### src/design/usb_fifo_regs_defines.svh
// Register offsets, field positions and reset values of the FIFO sizing bank
`ifndef USB_FIFO_REGS_DEFINES_SVH
`define USB_FIFO_REGS_DEFINES_SVH
`define ADDR_W             12
`define OFS_CORE_ID        12'h03C
`define OFS_HOST_PER_FIFO  12'h100
`define OFS_IN_FIFO_BASE   12'h104
`define OFS_IN_FIFO_STEP   12'h004
`define OFS_HOST_CONTROL   12'h400
`define RST_CORE_ID        32'h0000_0000 // Arbitrary identifier reset, names no part
`define RST_HOST_PER_FIFO  32'h0200_0600
`define RST_IN_FIFO        32'h0200_0400
`define RST_HOST_CONTROL   32'h0000_0000
`define DEPTH_HI           31
`define DEPTH_LO           16
`define START_HI           15
`define START_LO           0
`define CLK_CHOICE_HI      1
`define CLK_CHOICE_LO      0
`define CLK_CHOICE_48MHZ   2'h1
`define IN_FIFO_COUNT      3
`define DEPTH_MAX          16'h0400
`endif

### src/design/usb_fifo_regs_pkg.sv
// Types shared by the FIFO sizing register bank
package usb_fifo_regs_pkg;
    typedef logic [11:0] addr_t;
    typedef logic [31:0] word_t;
    typedef logic [1:0]  clk_choice_t;
endpackage

### src/design/fifo_size_word.sv
// One FIFO sizing word: depth in the upper half, start address in the lower half
`timescale 1ns/1ps
`include "usb_fifo_regs_defines.svh"
module fifo_size_word #(
    parameter logic [31:0] RESET_VALUE = `RST_IN_FIFO
) (
    input  wire logic                        clk,       // System clock
    input  wire logic                        rst_n,     // Async reset, active low
    input  wire logic                        writeHit,  // Write aimed at this word
    input  wire usb_fifo_regs_pkg::word_t    writeData, // Full word from software
    output usb_fifo_regs_pkg::word_t         value      // Stored word
);
    import usb_fifo_regs_pkg::*;

    // Whole word written at once; depth and start kept in their halves
    always_ff @(posedge clk or negedge rst_n) begin
        if (!rst_n) begin
            value <= RESET_VALUE;
        end else if (writeHit) begin
            value <= writeData;
        end
    end
endmodule

### src/design/usb_core_fifo_sizing_regs.sv
// Register bank: core identifier, FIFO sizing words and host clock choice
`timescale 1ns/1ps
`include "usb_fifo_regs_defines.svh"
module usb_core_fifo_sizing_regs #(
    parameter int IN_FIFOS = `IN_FIFO_COUNT
) (
    input  wire logic                           clk,            // 40 MHz system clock
    input  wire logic                           rst_n,          // Async reset, active low
    input  wire usb_fifo_regs_pkg::addr_t       addr,           // Byte address
    input  wire usb_fifo_regs_pkg::word_t       writeData,      // Write data
    input  wire logic                           writeStrobe,    // One-cycle write
    input  wire logic                           readStrobe,     // One-cycle read
    output usb_fifo_regs_pkg::word_t            readData,       // Data one cycle after read
    output usb_fifo_regs_pkg::clk_choice_t      usbClockChoice, // Selected USB clock code
    output logic                                usbClock48Sel,  // Clock choice is 48 MHz
    output logic                                depthInvalid    // Some depth out of range
);
    import usb_fifo_regs_pkg::*;

    word_t       coreIdentifier;
    word_t       hostPeriodicSize;
    clk_choice_t clockChoice;
    word_t       inFifoSize [IN_FIFOS];
    logic        inHit      [IN_FIFOS];
    logic        anyBadDepth;
    word_t       next_readData;

    // Index of the IN FIFO word addressed, or IN_FIFOS when none
    function automatic int inIndex(input addr_t a);
        int idx;
        idx = IN_FIFOS;
        for (int n = 0; n < IN_FIFOS; n++) begin
            if (a == addr_t'(`OFS_IN_FIFO_BASE + n * `OFS_IN_FIFO_STEP)) begin
                idx = n;
            end
        end
        return idx;
    endfunction

    // Depth field legal range check
    function automatic logic badDepth(input word_t w);
        return (w[`DEPTH_HI:`DEPTH_LO] == 16'h0000) ||
               (w[`DEPTH_HI:`DEPTH_LO] > `DEPTH_MAX);
    endfunction

    // Identifier word, whatever software last stored
    always_ff @(posedge clk or negedge rst_n) begin
        if (!rst_n) begin
            coreIdentifier <= `RST_CORE_ID;
        end else if (writeStrobe && addr == `OFS_CORE_ID) begin
            coreIdentifier <= writeData;
        end
    end

    // Host periodic FIFO sizing word
    always_ff @(posedge clk or negedge rst_n) begin
        if (!rst_n) begin
            hostPeriodicSize <= `RST_HOST_PER_FIFO;
        end else if (writeStrobe && addr == `OFS_HOST_PER_FIFO) begin
            hostPeriodicSize <= writeData;
        end
    end

    // Host control: only the clock choice bits are stored, the rest read zero
    always_ff @(posedge clk or negedge rst_n) begin
        if (!rst_n) begin
            clockChoice <= clk_choice_t'(`RST_HOST_CONTROL);
        end else if (writeStrobe && addr == `OFS_HOST_CONTROL) begin
            clockChoice <= writeData[`CLK_CHOICE_HI:`CLK_CHOICE_LO];
        end
    end

    // IN endpoint FIFO sizing words
    generate
        for (genvar g = 0; g < IN_FIFOS; g++) begin : g_in
            assign inHit[g] = writeStrobe && (inIndex(addr) == g);
            fifo_size_word #(
                .RESET_VALUE (`RST_IN_FIFO)
            ) u_word (
                .clk       (clk),
                .rst_n     (rst_n),
                .writeHit  (inHit[g]),
                .writeData (writeData),
                .value     (inFifoSize[g])
            );
        end
    endgenerate

    // Read mux; unmapped addresses read zero
    always_comb begin
        int idx;
        idx = inIndex(addr);
        next_readData = 32'h0000_0000;
        if (addr == `OFS_CORE_ID) begin
            next_readData = coreIdentifier;
        end else if (addr == `OFS_HOST_PER_FIFO) begin
            next_readData = hostPeriodicSize;
        end else if (addr == `OFS_HOST_CONTROL) begin
            next_readData = {30'h0, clockChoice};
        end else if (idx < IN_FIFOS) begin
            next_readData = inFifoSize[idx];
        end
    end

    // Read data stands only in the cycle after the read strobe
    always_ff @(posedge clk or negedge rst_n) begin
        if (!rst_n) begin
            readData <= 32'h0000_0000;
        end else if (readStrobe) begin
            readData <= next_readData;
        end else begin
            readData <= 32'h0000_0000;
        end
    end

    // Depth check across all sizing words
    always_comb begin
        anyBadDepth = badDepth(hostPeriodicSize);
        for (int n = 0; n < IN_FIFOS; n++) begin
            anyBadDepth = anyBadDepth | badDepth(inFifoSize[n]);
        end
    end

    // Registered status outputs
    always_ff @(posedge clk or negedge rst_n) begin
        if (!rst_n) begin
            usbClockChoice <= 2'h0;
            usbClock48Sel  <= 1'b0;
            depthInvalid   <= 1'b0;
        end else begin
            usbClockChoice <= clockChoice;
            usbClock48Sel  <= (clockChoice == `CLK_CHOICE_48MHZ);
            depthInvalid   <= anyBadDepth;
        end
    end

    // Identifier word takes a written value and reads it back
    property p_id_write;
        @(posedge clk) disable iff (!rst_n)
        (writeStrobe && addr == `OFS_CORE_ID) ##1 (readStrobe && addr == `OFS_CORE_ID)
            |=> readData == $past(writeData, 2);
    endproperty
    a_id_write: assert property (p_id_write) else $error("id word readback wrong");

    property p_host_fifo;
        @(posedge clk) disable iff (!rst_n)
        (writeStrobe && addr == `OFS_HOST_PER_FIFO) |=> hostPeriodicSize == $past(writeData);
    endproperty
    a_host_fifo: assert property (p_host_fifo) else $error("host fifo word not stored");

    property p_in_fifo0;
        @(posedge clk) disable iff (!rst_n)
        (writeStrobe && addr == `OFS_IN_FIFO_BASE) |=> inFifoSize[0] == $past(writeData);
    endproperty
    a_in_fifo0: assert property (p_in_fifo0) else $error("in fifo 1 not stored");

    property p_in_read;
        @(posedge clk) disable iff (!rst_n)
        (readStrobe && addr == `OFS_IN_FIFO_BASE + `OFS_IN_FIFO_STEP)
            |=> readData == inFifoSize[1];
    endproperty
    a_in_read: assert property (p_in_read) else $error("in fifo 2 read wrong");

    property p_ctl_reserved;
        @(posedge clk) disable iff (!rst_n)
        (readStrobe && addr == `OFS_HOST_CONTROL) |=> readData[31:2] == 30'h0000_0000;
    endproperty
    a_ctl_reserved: assert property (p_ctl_reserved) else $error("reserved bits nonzero");

    property p_clk48;
        @(posedge clk) disable iff (!rst_n)
        (writeStrobe && addr == `OFS_HOST_CONTROL && writeData[1:0] == 2'h1)
            |=> ##1 usbClock48Sel;
    endproperty
    a_clk48: assert property (p_clk48) else $error("48 MHz choice not flagged");

    property p_read_once;
        @(posedge clk) disable iff (!rst_n)
        !readStrobe |=> readData == 32'h0000_0000;
    endproperty
    a_read_once: assert property (p_read_once) else $error("read data outside its cycle");

    property p_depth;
        @(posedge clk) disable iff (!rst_n)
        (writeStrobe && addr == `OFS_HOST_PER_FIFO && writeData[31:16] == 16'h0000)
            |=> ##1 depthInvalid;
    endproperty
    a_depth: assert property (p_depth) else $error("zero depth not flagged");

    // Identifier word keeps its value between writes
    property p_id_hold;
        @(posedge clk) disable iff (!rst_n)
        !(writeStrobe && addr == `OFS_CORE_ID) |=> $stable(coreIdentifier);
    endproperty
    a_id_hold: assert property (p_id_hold) else $error("id word changed without a write");

    // Identifier read returns the stored word
    property p_id_read;
        @(posedge clk) disable iff (!rst_n)
        (readStrobe && addr == `OFS_CORE_ID) |=> readData == $past(coreIdentifier);
    endproperty
    a_id_read: assert property (p_id_read) else $error("id word read wrong");

    // Host periodic word keeps its value between writes
    property p_host_hold;
        @(posedge clk) disable iff (!rst_n)
        !(writeStrobe && addr == `OFS_HOST_PER_FIFO) |=> $stable(hostPeriodicSize);
    endproperty
    a_host_hold: assert property (p_host_hold) else $error("host fifo word changed");

    // Host periodic read returns depth and start as stored
    property p_host_read;
        @(posedge clk) disable iff (!rst_n)
        (readStrobe && addr == `OFS_HOST_PER_FIFO) |=> readData == $past(hostPeriodicSize);
    endproperty
    a_host_read: assert property (p_host_read) else $error("host fifo word read wrong");

    // Clock choice takes the 48 MHz code from a host control write
    property p_ctl_store;
        @(posedge clk) disable iff (!rst_n)
        (writeStrobe && addr == `OFS_HOST_CONTROL && writeData[1:0] == `CLK_CHOICE_48MHZ)
            |=> clockChoice == `CLK_CHOICE_48MHZ;
    endproperty
    a_ctl_store: assert property (p_ctl_store) else $error("clock choice not stored");

    // Clock choice keeps its value between host control writes
    property p_ctl_hold;
        @(posedge clk) disable iff (!rst_n)
        !(writeStrobe && addr == `OFS_HOST_CONTROL) |=> $stable(clockChoice);
    endproperty
    a_ctl_hold: assert property (p_ctl_hold) else $error("clock choice changed");

    // Host control read shows the stored clock choice in the low bits
    property p_ctl_read;
        @(posedge clk) disable iff (!rst_n)
        (readStrobe && addr == `OFS_HOST_CONTROL) |=> readData[1:0] == $past(clockChoice);
    endproperty
    a_ctl_read: assert property (p_ctl_read) else $error("clock choice read wrong");

    // Clock choice output trails the register by one cycle
    property p_choice_out;
        @(posedge clk) disable iff (!rst_n)
        1'b1 |=> usbClockChoice == $past(clockChoice);
    endproperty
    a_choice_out: assert property (p_choice_out) else $error("clock choice output wrong");

    // The 48 MHz flag stays low for every other code
    property p_sel48_low;
        @(posedge clk) disable iff (!rst_n)
        (clockChoice != `CLK_CHOICE_48MHZ) |=> !usbClock48Sel;
    endproperty
    a_sel48_low: assert property (p_sel48_low) else $error("48 MHz flag without its code");

    // Oversized host depth reported two cycles after the write
    property p_depth_big;
        @(posedge clk) disable iff (!rst_n)
        (writeStrobe && addr == `OFS_HOST_PER_FIFO && writeData[31:16] > `DEPTH_MAX)
            |=> ##1 depthInvalid;
    endproperty
    a_depth_big: assert property (p_depth_big) else $error("large depth not flagged");

    // Zero depth in the second IN FIFO word reported two cycles after the write
    property p_depth_in;
        @(posedge clk) disable iff (!rst_n)
        (writeStrobe && addr == `OFS_IN_FIFO_BASE + `OFS_IN_FIFO_STEP && writeData[31:16] == 16'h0000)
            |=> ##1 depthInvalid;
    endproperty
    a_depth_in: assert property (p_depth_in) else $error("in fifo zero depth not flagged");

    // The word after the last IN FIFO is a hole and reads zero
    property p_hole_read;
        @(posedge clk) disable iff (!rst_n)
        (readStrobe && addr == addr_t'(`OFS_IN_FIFO_BASE + IN_FIFOS * `OFS_IN_FIFO_STEP))
            |=> readData == 32'h0000_0000;
    endproperty
    a_hole_read: assert property (p_hole_read) else $error("hole read not zero");

    // Each IN FIFO word stores its own writes and ignores all others
    generate
        for (genvar g = 0; g < IN_FIFOS; g++) begin : g_in_chk
            property p_in_write;
                @(posedge clk) disable iff (!rst_n)
                (writeStrobe && addr == addr_t'(`OFS_IN_FIFO_BASE + g * `OFS_IN_FIFO_STEP))
                    |=> inFifoSize[g] == $past(writeData);
            endproperty
            a_in_write: assert property (p_in_write) else $error("in fifo word not stored");
            property p_in_hold;
                @(posedge clk) disable iff (!rst_n)
                !(writeStrobe && addr == addr_t'(`OFS_IN_FIFO_BASE + g * `OFS_IN_FIFO_STEP))
                    |=> $stable(inFifoSize[g]);
            endproperty
            a_in_hold: assert property (p_in_hold) else $error("in fifo word changed");
        end
    endgenerate
endmodule

### config.mk
export PLATFORM = sky130hd
export DESIGN_NAME = usb_core_fifo_sizing_regs
export DESIGN_NICKNAME = d
export VERILOG_FILES = /design/src/design/usb_fifo_regs_pkg.sv /design/src/design/fifo_size_word.sv /design/src/design/usb_core_fifo_sizing_regs.sv
export VERILOG_INCLUDE_DIRS = /design/src /design/src/design
export SDC_FILE = /design/constraint.sdc
export NUM_CORES = 1
export LEC_CHECK = 0
export CAP_MARGIN = 20
export CORE_UTILIZATION = 25
export DETAILED_ROUTE_END_ITERATION = 16
export DONT_BUFFER_PORTS = 1
export MAX_ROUTING_LAYER = met4
export PLACE_DENSITY_LB_ADDON = 0.08
export SETUP_SLACK_MARGIN = 0.4
export SLEW_MARGIN = 20
export SYNTH_ARGS = -nofsm -noshare
export SYNTH_HDL_FRONTEND = slang
export SYNTH_SLANG_ARGS = --single-unit
### constraint.sdc
create_clock -name clk -period 2.9 [get_ports clk]
set_clock_uncertainty 0.15 [all_clocks]
set_input_delay 0.145 -clock clk [delete_from_list [all_inputs] [get_ports clk]]
set_output_delay 0.145 -clock clk [all_outputs]
set_load 0.01 [all_outputs]
==> results.yml <==
outcome:
  status: "finished, violations left"
  violations: "negative hold slack"
synthesis:
  avgSynthCellArea_um2: 14.46
  ys_seq_area_frac: 0.5922
  synth_area_leaders: "dfrtp_1 (56%), mux2_2 (19%), mux2_1 (4.2%)"
  yosys.area.top_type: "dfrtp_1"
  synth_cell_types: 35
  netlist_area_mm2: 0.008386
  synth_nets: 628
  yosys_warnings: 0
  syn_inst: 580
  ys_seq_elements: 198
  synth_top_area_frac: 0.5640
detailed_routing:
  post-route-drc-count: 0
  vias: 5043
  drt-initial-drc-count: 334
  routed_wl_um: 22640
  antenna_left: 0
  viasPerCell: 4.648
  wire_per_inst_um: 20.87
  first_pass_iters: 6
pwr:
  clock_power_share: 0.479
  swShare: 0.2064
  power_frac_seq: 0.494
  intPower_mw: 4.464
  p_per_area_mw_per_mm2: 556.4
  worst_ir_drop_vdd_uv: 418.1
  pwr-share-comb: 0.027
  power_switching_mw: 1.161
  finalPower_mw: 5.625
  leakagePower_nw: 4.782
cts:
  cts_hold_buf: 46
  clock_sinks: 198
  cts_buffers: 17
  clock-root-buffer: "clkbuf_16"
  cts_tree: "yes"
  cts_max_level: 4
  insertion_delay_ns: 0.44
  clk_pin_slew_ns: 0.07
  clock_path_buffers: 2
timing:
  finalWorstSetupSlack_ns: 0.7588
  slew_headroom: 0.3686
  finalMaxSlewViolations: 0
  worst_slew_pin_slew_ns: 0.9448
  setup_viol: 0
  timing.final.crit_share: 0.7383
  rsz0062_at_grt: "false"
  max_freq_ghz: 0.4670
  min_period_ns: 2.141
  hold_slack_ns: -0.7488
  finalSetupTns_ns: 0
  hold_violations: 198
floorplan:
  rows: 66
  die-area_mm2: 0.03428
  die_y_um: 185.1
  ios: 84
  core_area_mm2: 0.03278
  start_util: 0.2558
  fp.dieW_um: 185.1
setup_path:
  crit_path_frequent_cell: "dlygate4sd3_1"
  cp.depth: 6
  crit_start: "addr[8]"
  path_cells: "dlygate4sd3_1 -> nor4bb_4 -> dlygate4sd3_1 -> nand4_1 -> dlymetal6s4s_1 -> o211a_1"
  end_kind: "flop"
  max_stage_delay_ns: 0.59
  r2r_cells: 4
  crit_slowest_cell: "dlygate4sd3_1"
  cp_max_fo: 3
  ff2ff_setup_slack_ns: 1.07
  reg2reg_to: "depthInvalid$_DFF_PN0_"
  path_buf_inv: 3
  worst-endpoint-arrival_ns: 2.31
  start_kind: "primary input"
  endpoint: "readData[0]$_DFF_PN0_"
  crit_family: "buffers and inverters"
  crit_type: "primary input to flop"
  r2r-start: "g_in[0].u_word.value[24]$_DFFE_PN0P_"
  required_ns: 3.07
cells_and_area:
  drive_gt1_frac: 0.3271
  nNetsFinal: 677
  multi_input_area_mm2: 0.003301
  seq_area_mm2: 0.004966
  fillers: 3319
  area_growth_pct: 20.55
  utilization: 0.3083
global_route:
  first_global_vias: 5671
  grt_overflow: 0
  grt_pass1_wl_um: 35540
  grt.total_usage: 0.1474
  antenna_found_initial: 1
  grt_max_degree: 199
placement:
  dp_slack_ns: 0.6426
  place_congestion: 0.7192
  portBuffers: 0
  place_hpwl_um: 14040
min_path:
  min_path_type: "primary input to asynchronous set/reset pin"
job:
  max_cap_violations: 0
[worst min-delay path by stage]
| stage | startpoint | to |
|---|---|---|
| floorplan | rst_n | clockChoice[0]$_DFFE_PN0P_ |
| CTS | rst_n | readData[28]$_DFF_PN0_ |
| global route | rst_n | readData[28]$_DFF_PN0_ |
| detailed placement | rst_n | readData[28]$_DFF_PN0_ |
| global placement | rst_n | readData[28]$_DFF_PN0_ |
| finish | rst_n | readData[28]$_DFF_PN0_ |
[cell usage after synthesis]
library cell  instances
dfrtp_1             189
or3b_2                1
buf_2                19
o22a_1                1
dfstp_2               9
nand2_1               8
xor2_1                3
nand4_1               5
a221oi_1             19
nor3b_2               1
nor2b_1               1
nor2_1               23
clkbuf_1             13
mux2_2              144
a222oi_1             11
inv_1                 1
a31oi_1               1
nor4b_2               2
o21ai_0               1
nor4_1               15
nor4bb_1              1
o221ai_1              1
and3_1                1
nor4b_1               3
mux2i_1              19
mux2_1               31
and4_1                1
o211a_1               1
nand3_1               4
buf_1                 2
a22oi_1               4
o2bb2ai_1            30
and2_1               13
a21oi_1               1
nor4_2                1
[area by class of cell]
cell class | instances | area share
inverter | 1 | 0.0003713
sequential | 198 | 0.4913
clock buffer | 19 | 0.04283
antenna | 1 | 0.0002476
tap | 442 | 0.05471
clock inverter | 13 | 0.02265
timing repair buffer | 64 | 0.06139
multi-input combinational | 347 | 0.3265
[kinds of logic (layout without fill, tap and decap cells)]
kind of cell,Yosys count,count (layout),share of synthesized area
muxes,194,194,0.2577
other,0,1,0
xor gates and xnor gates,3,3,0.003134
buffers and inverters,35,97,0.01850
DFF,198,198,0.5922
AOI/OAI and AO/OA,70,70,0.07311
and+or+nand+nor,80,80,0.05536
[timing repair]
action | CTS | global route
endpoints found under the hold margin | 390 | 198
gates resized for setup | 0 | 4
setup buffers | 0 | 2
setup endpoints to repair | 0 | 4
[state kept, by name, summed over array words and instances, names as in the netlist]
name	flops
hostPeriodicSize	32
usbClockChoice	2
clockChoice	2
g_in.u_word.value	96
depthInvalid	1
usbClock48Sel	1
coreIdentifier	32
readData	32
[placed cells by master (no fill, tap or decap), types with 2 or more instances in the layout]
master	count
dlygate4sd3_1	44
buf_4	17
nand2_1	8
mux2_2	144
dfstp_2	9
clkbuf_1	2
a222oi_1	11
clkinv_2	3
mux2i_1	19
dfrtp_1	189
xor2_1	3
nor4_1	14
bufinv_16	6
a22oi_1	4
nor4b_2	3
a221oi_1	19
nand4_1	5
nand3_1	4
clkbuf_16	17
o2bb2ai_1	30
buf_12	2
nor4b_1	2
clkinv_4	2
and2_1	13
nor2_1	23
mux2_1	31
[per-layer routing]
layer	vias to the layer above	routed length, um	track usage
li1	2281	-	-
met1	2667	10610	0.1887
met2	75	10940	0.2326
met3	20	829	0.03401
met4	0	267	0.04066
met5	-	0	-
[stage by stage]
stage                     instance area, um^2  std cells
after CTS                               10070       1082
after detailed placement                 8935       1004
after global placement                   8935       1004
final                                   10110       1085
after floorplan                          8386        580
after global routing                    10110       1085
[power by group through the flow]
stage               Sequential, mW  Combinational, mW  Clock (mW)
floorplan                     2.83             0.0538           0
finish                        2.78              0.153        2.70
global placement              2.83             0.0600           0
global route                  2.78              0.166        2.92
detailed placement            2.83             0.0607           0
CTS                           2.78              0.154        2.81
Power figures use the tool's default switching activity.
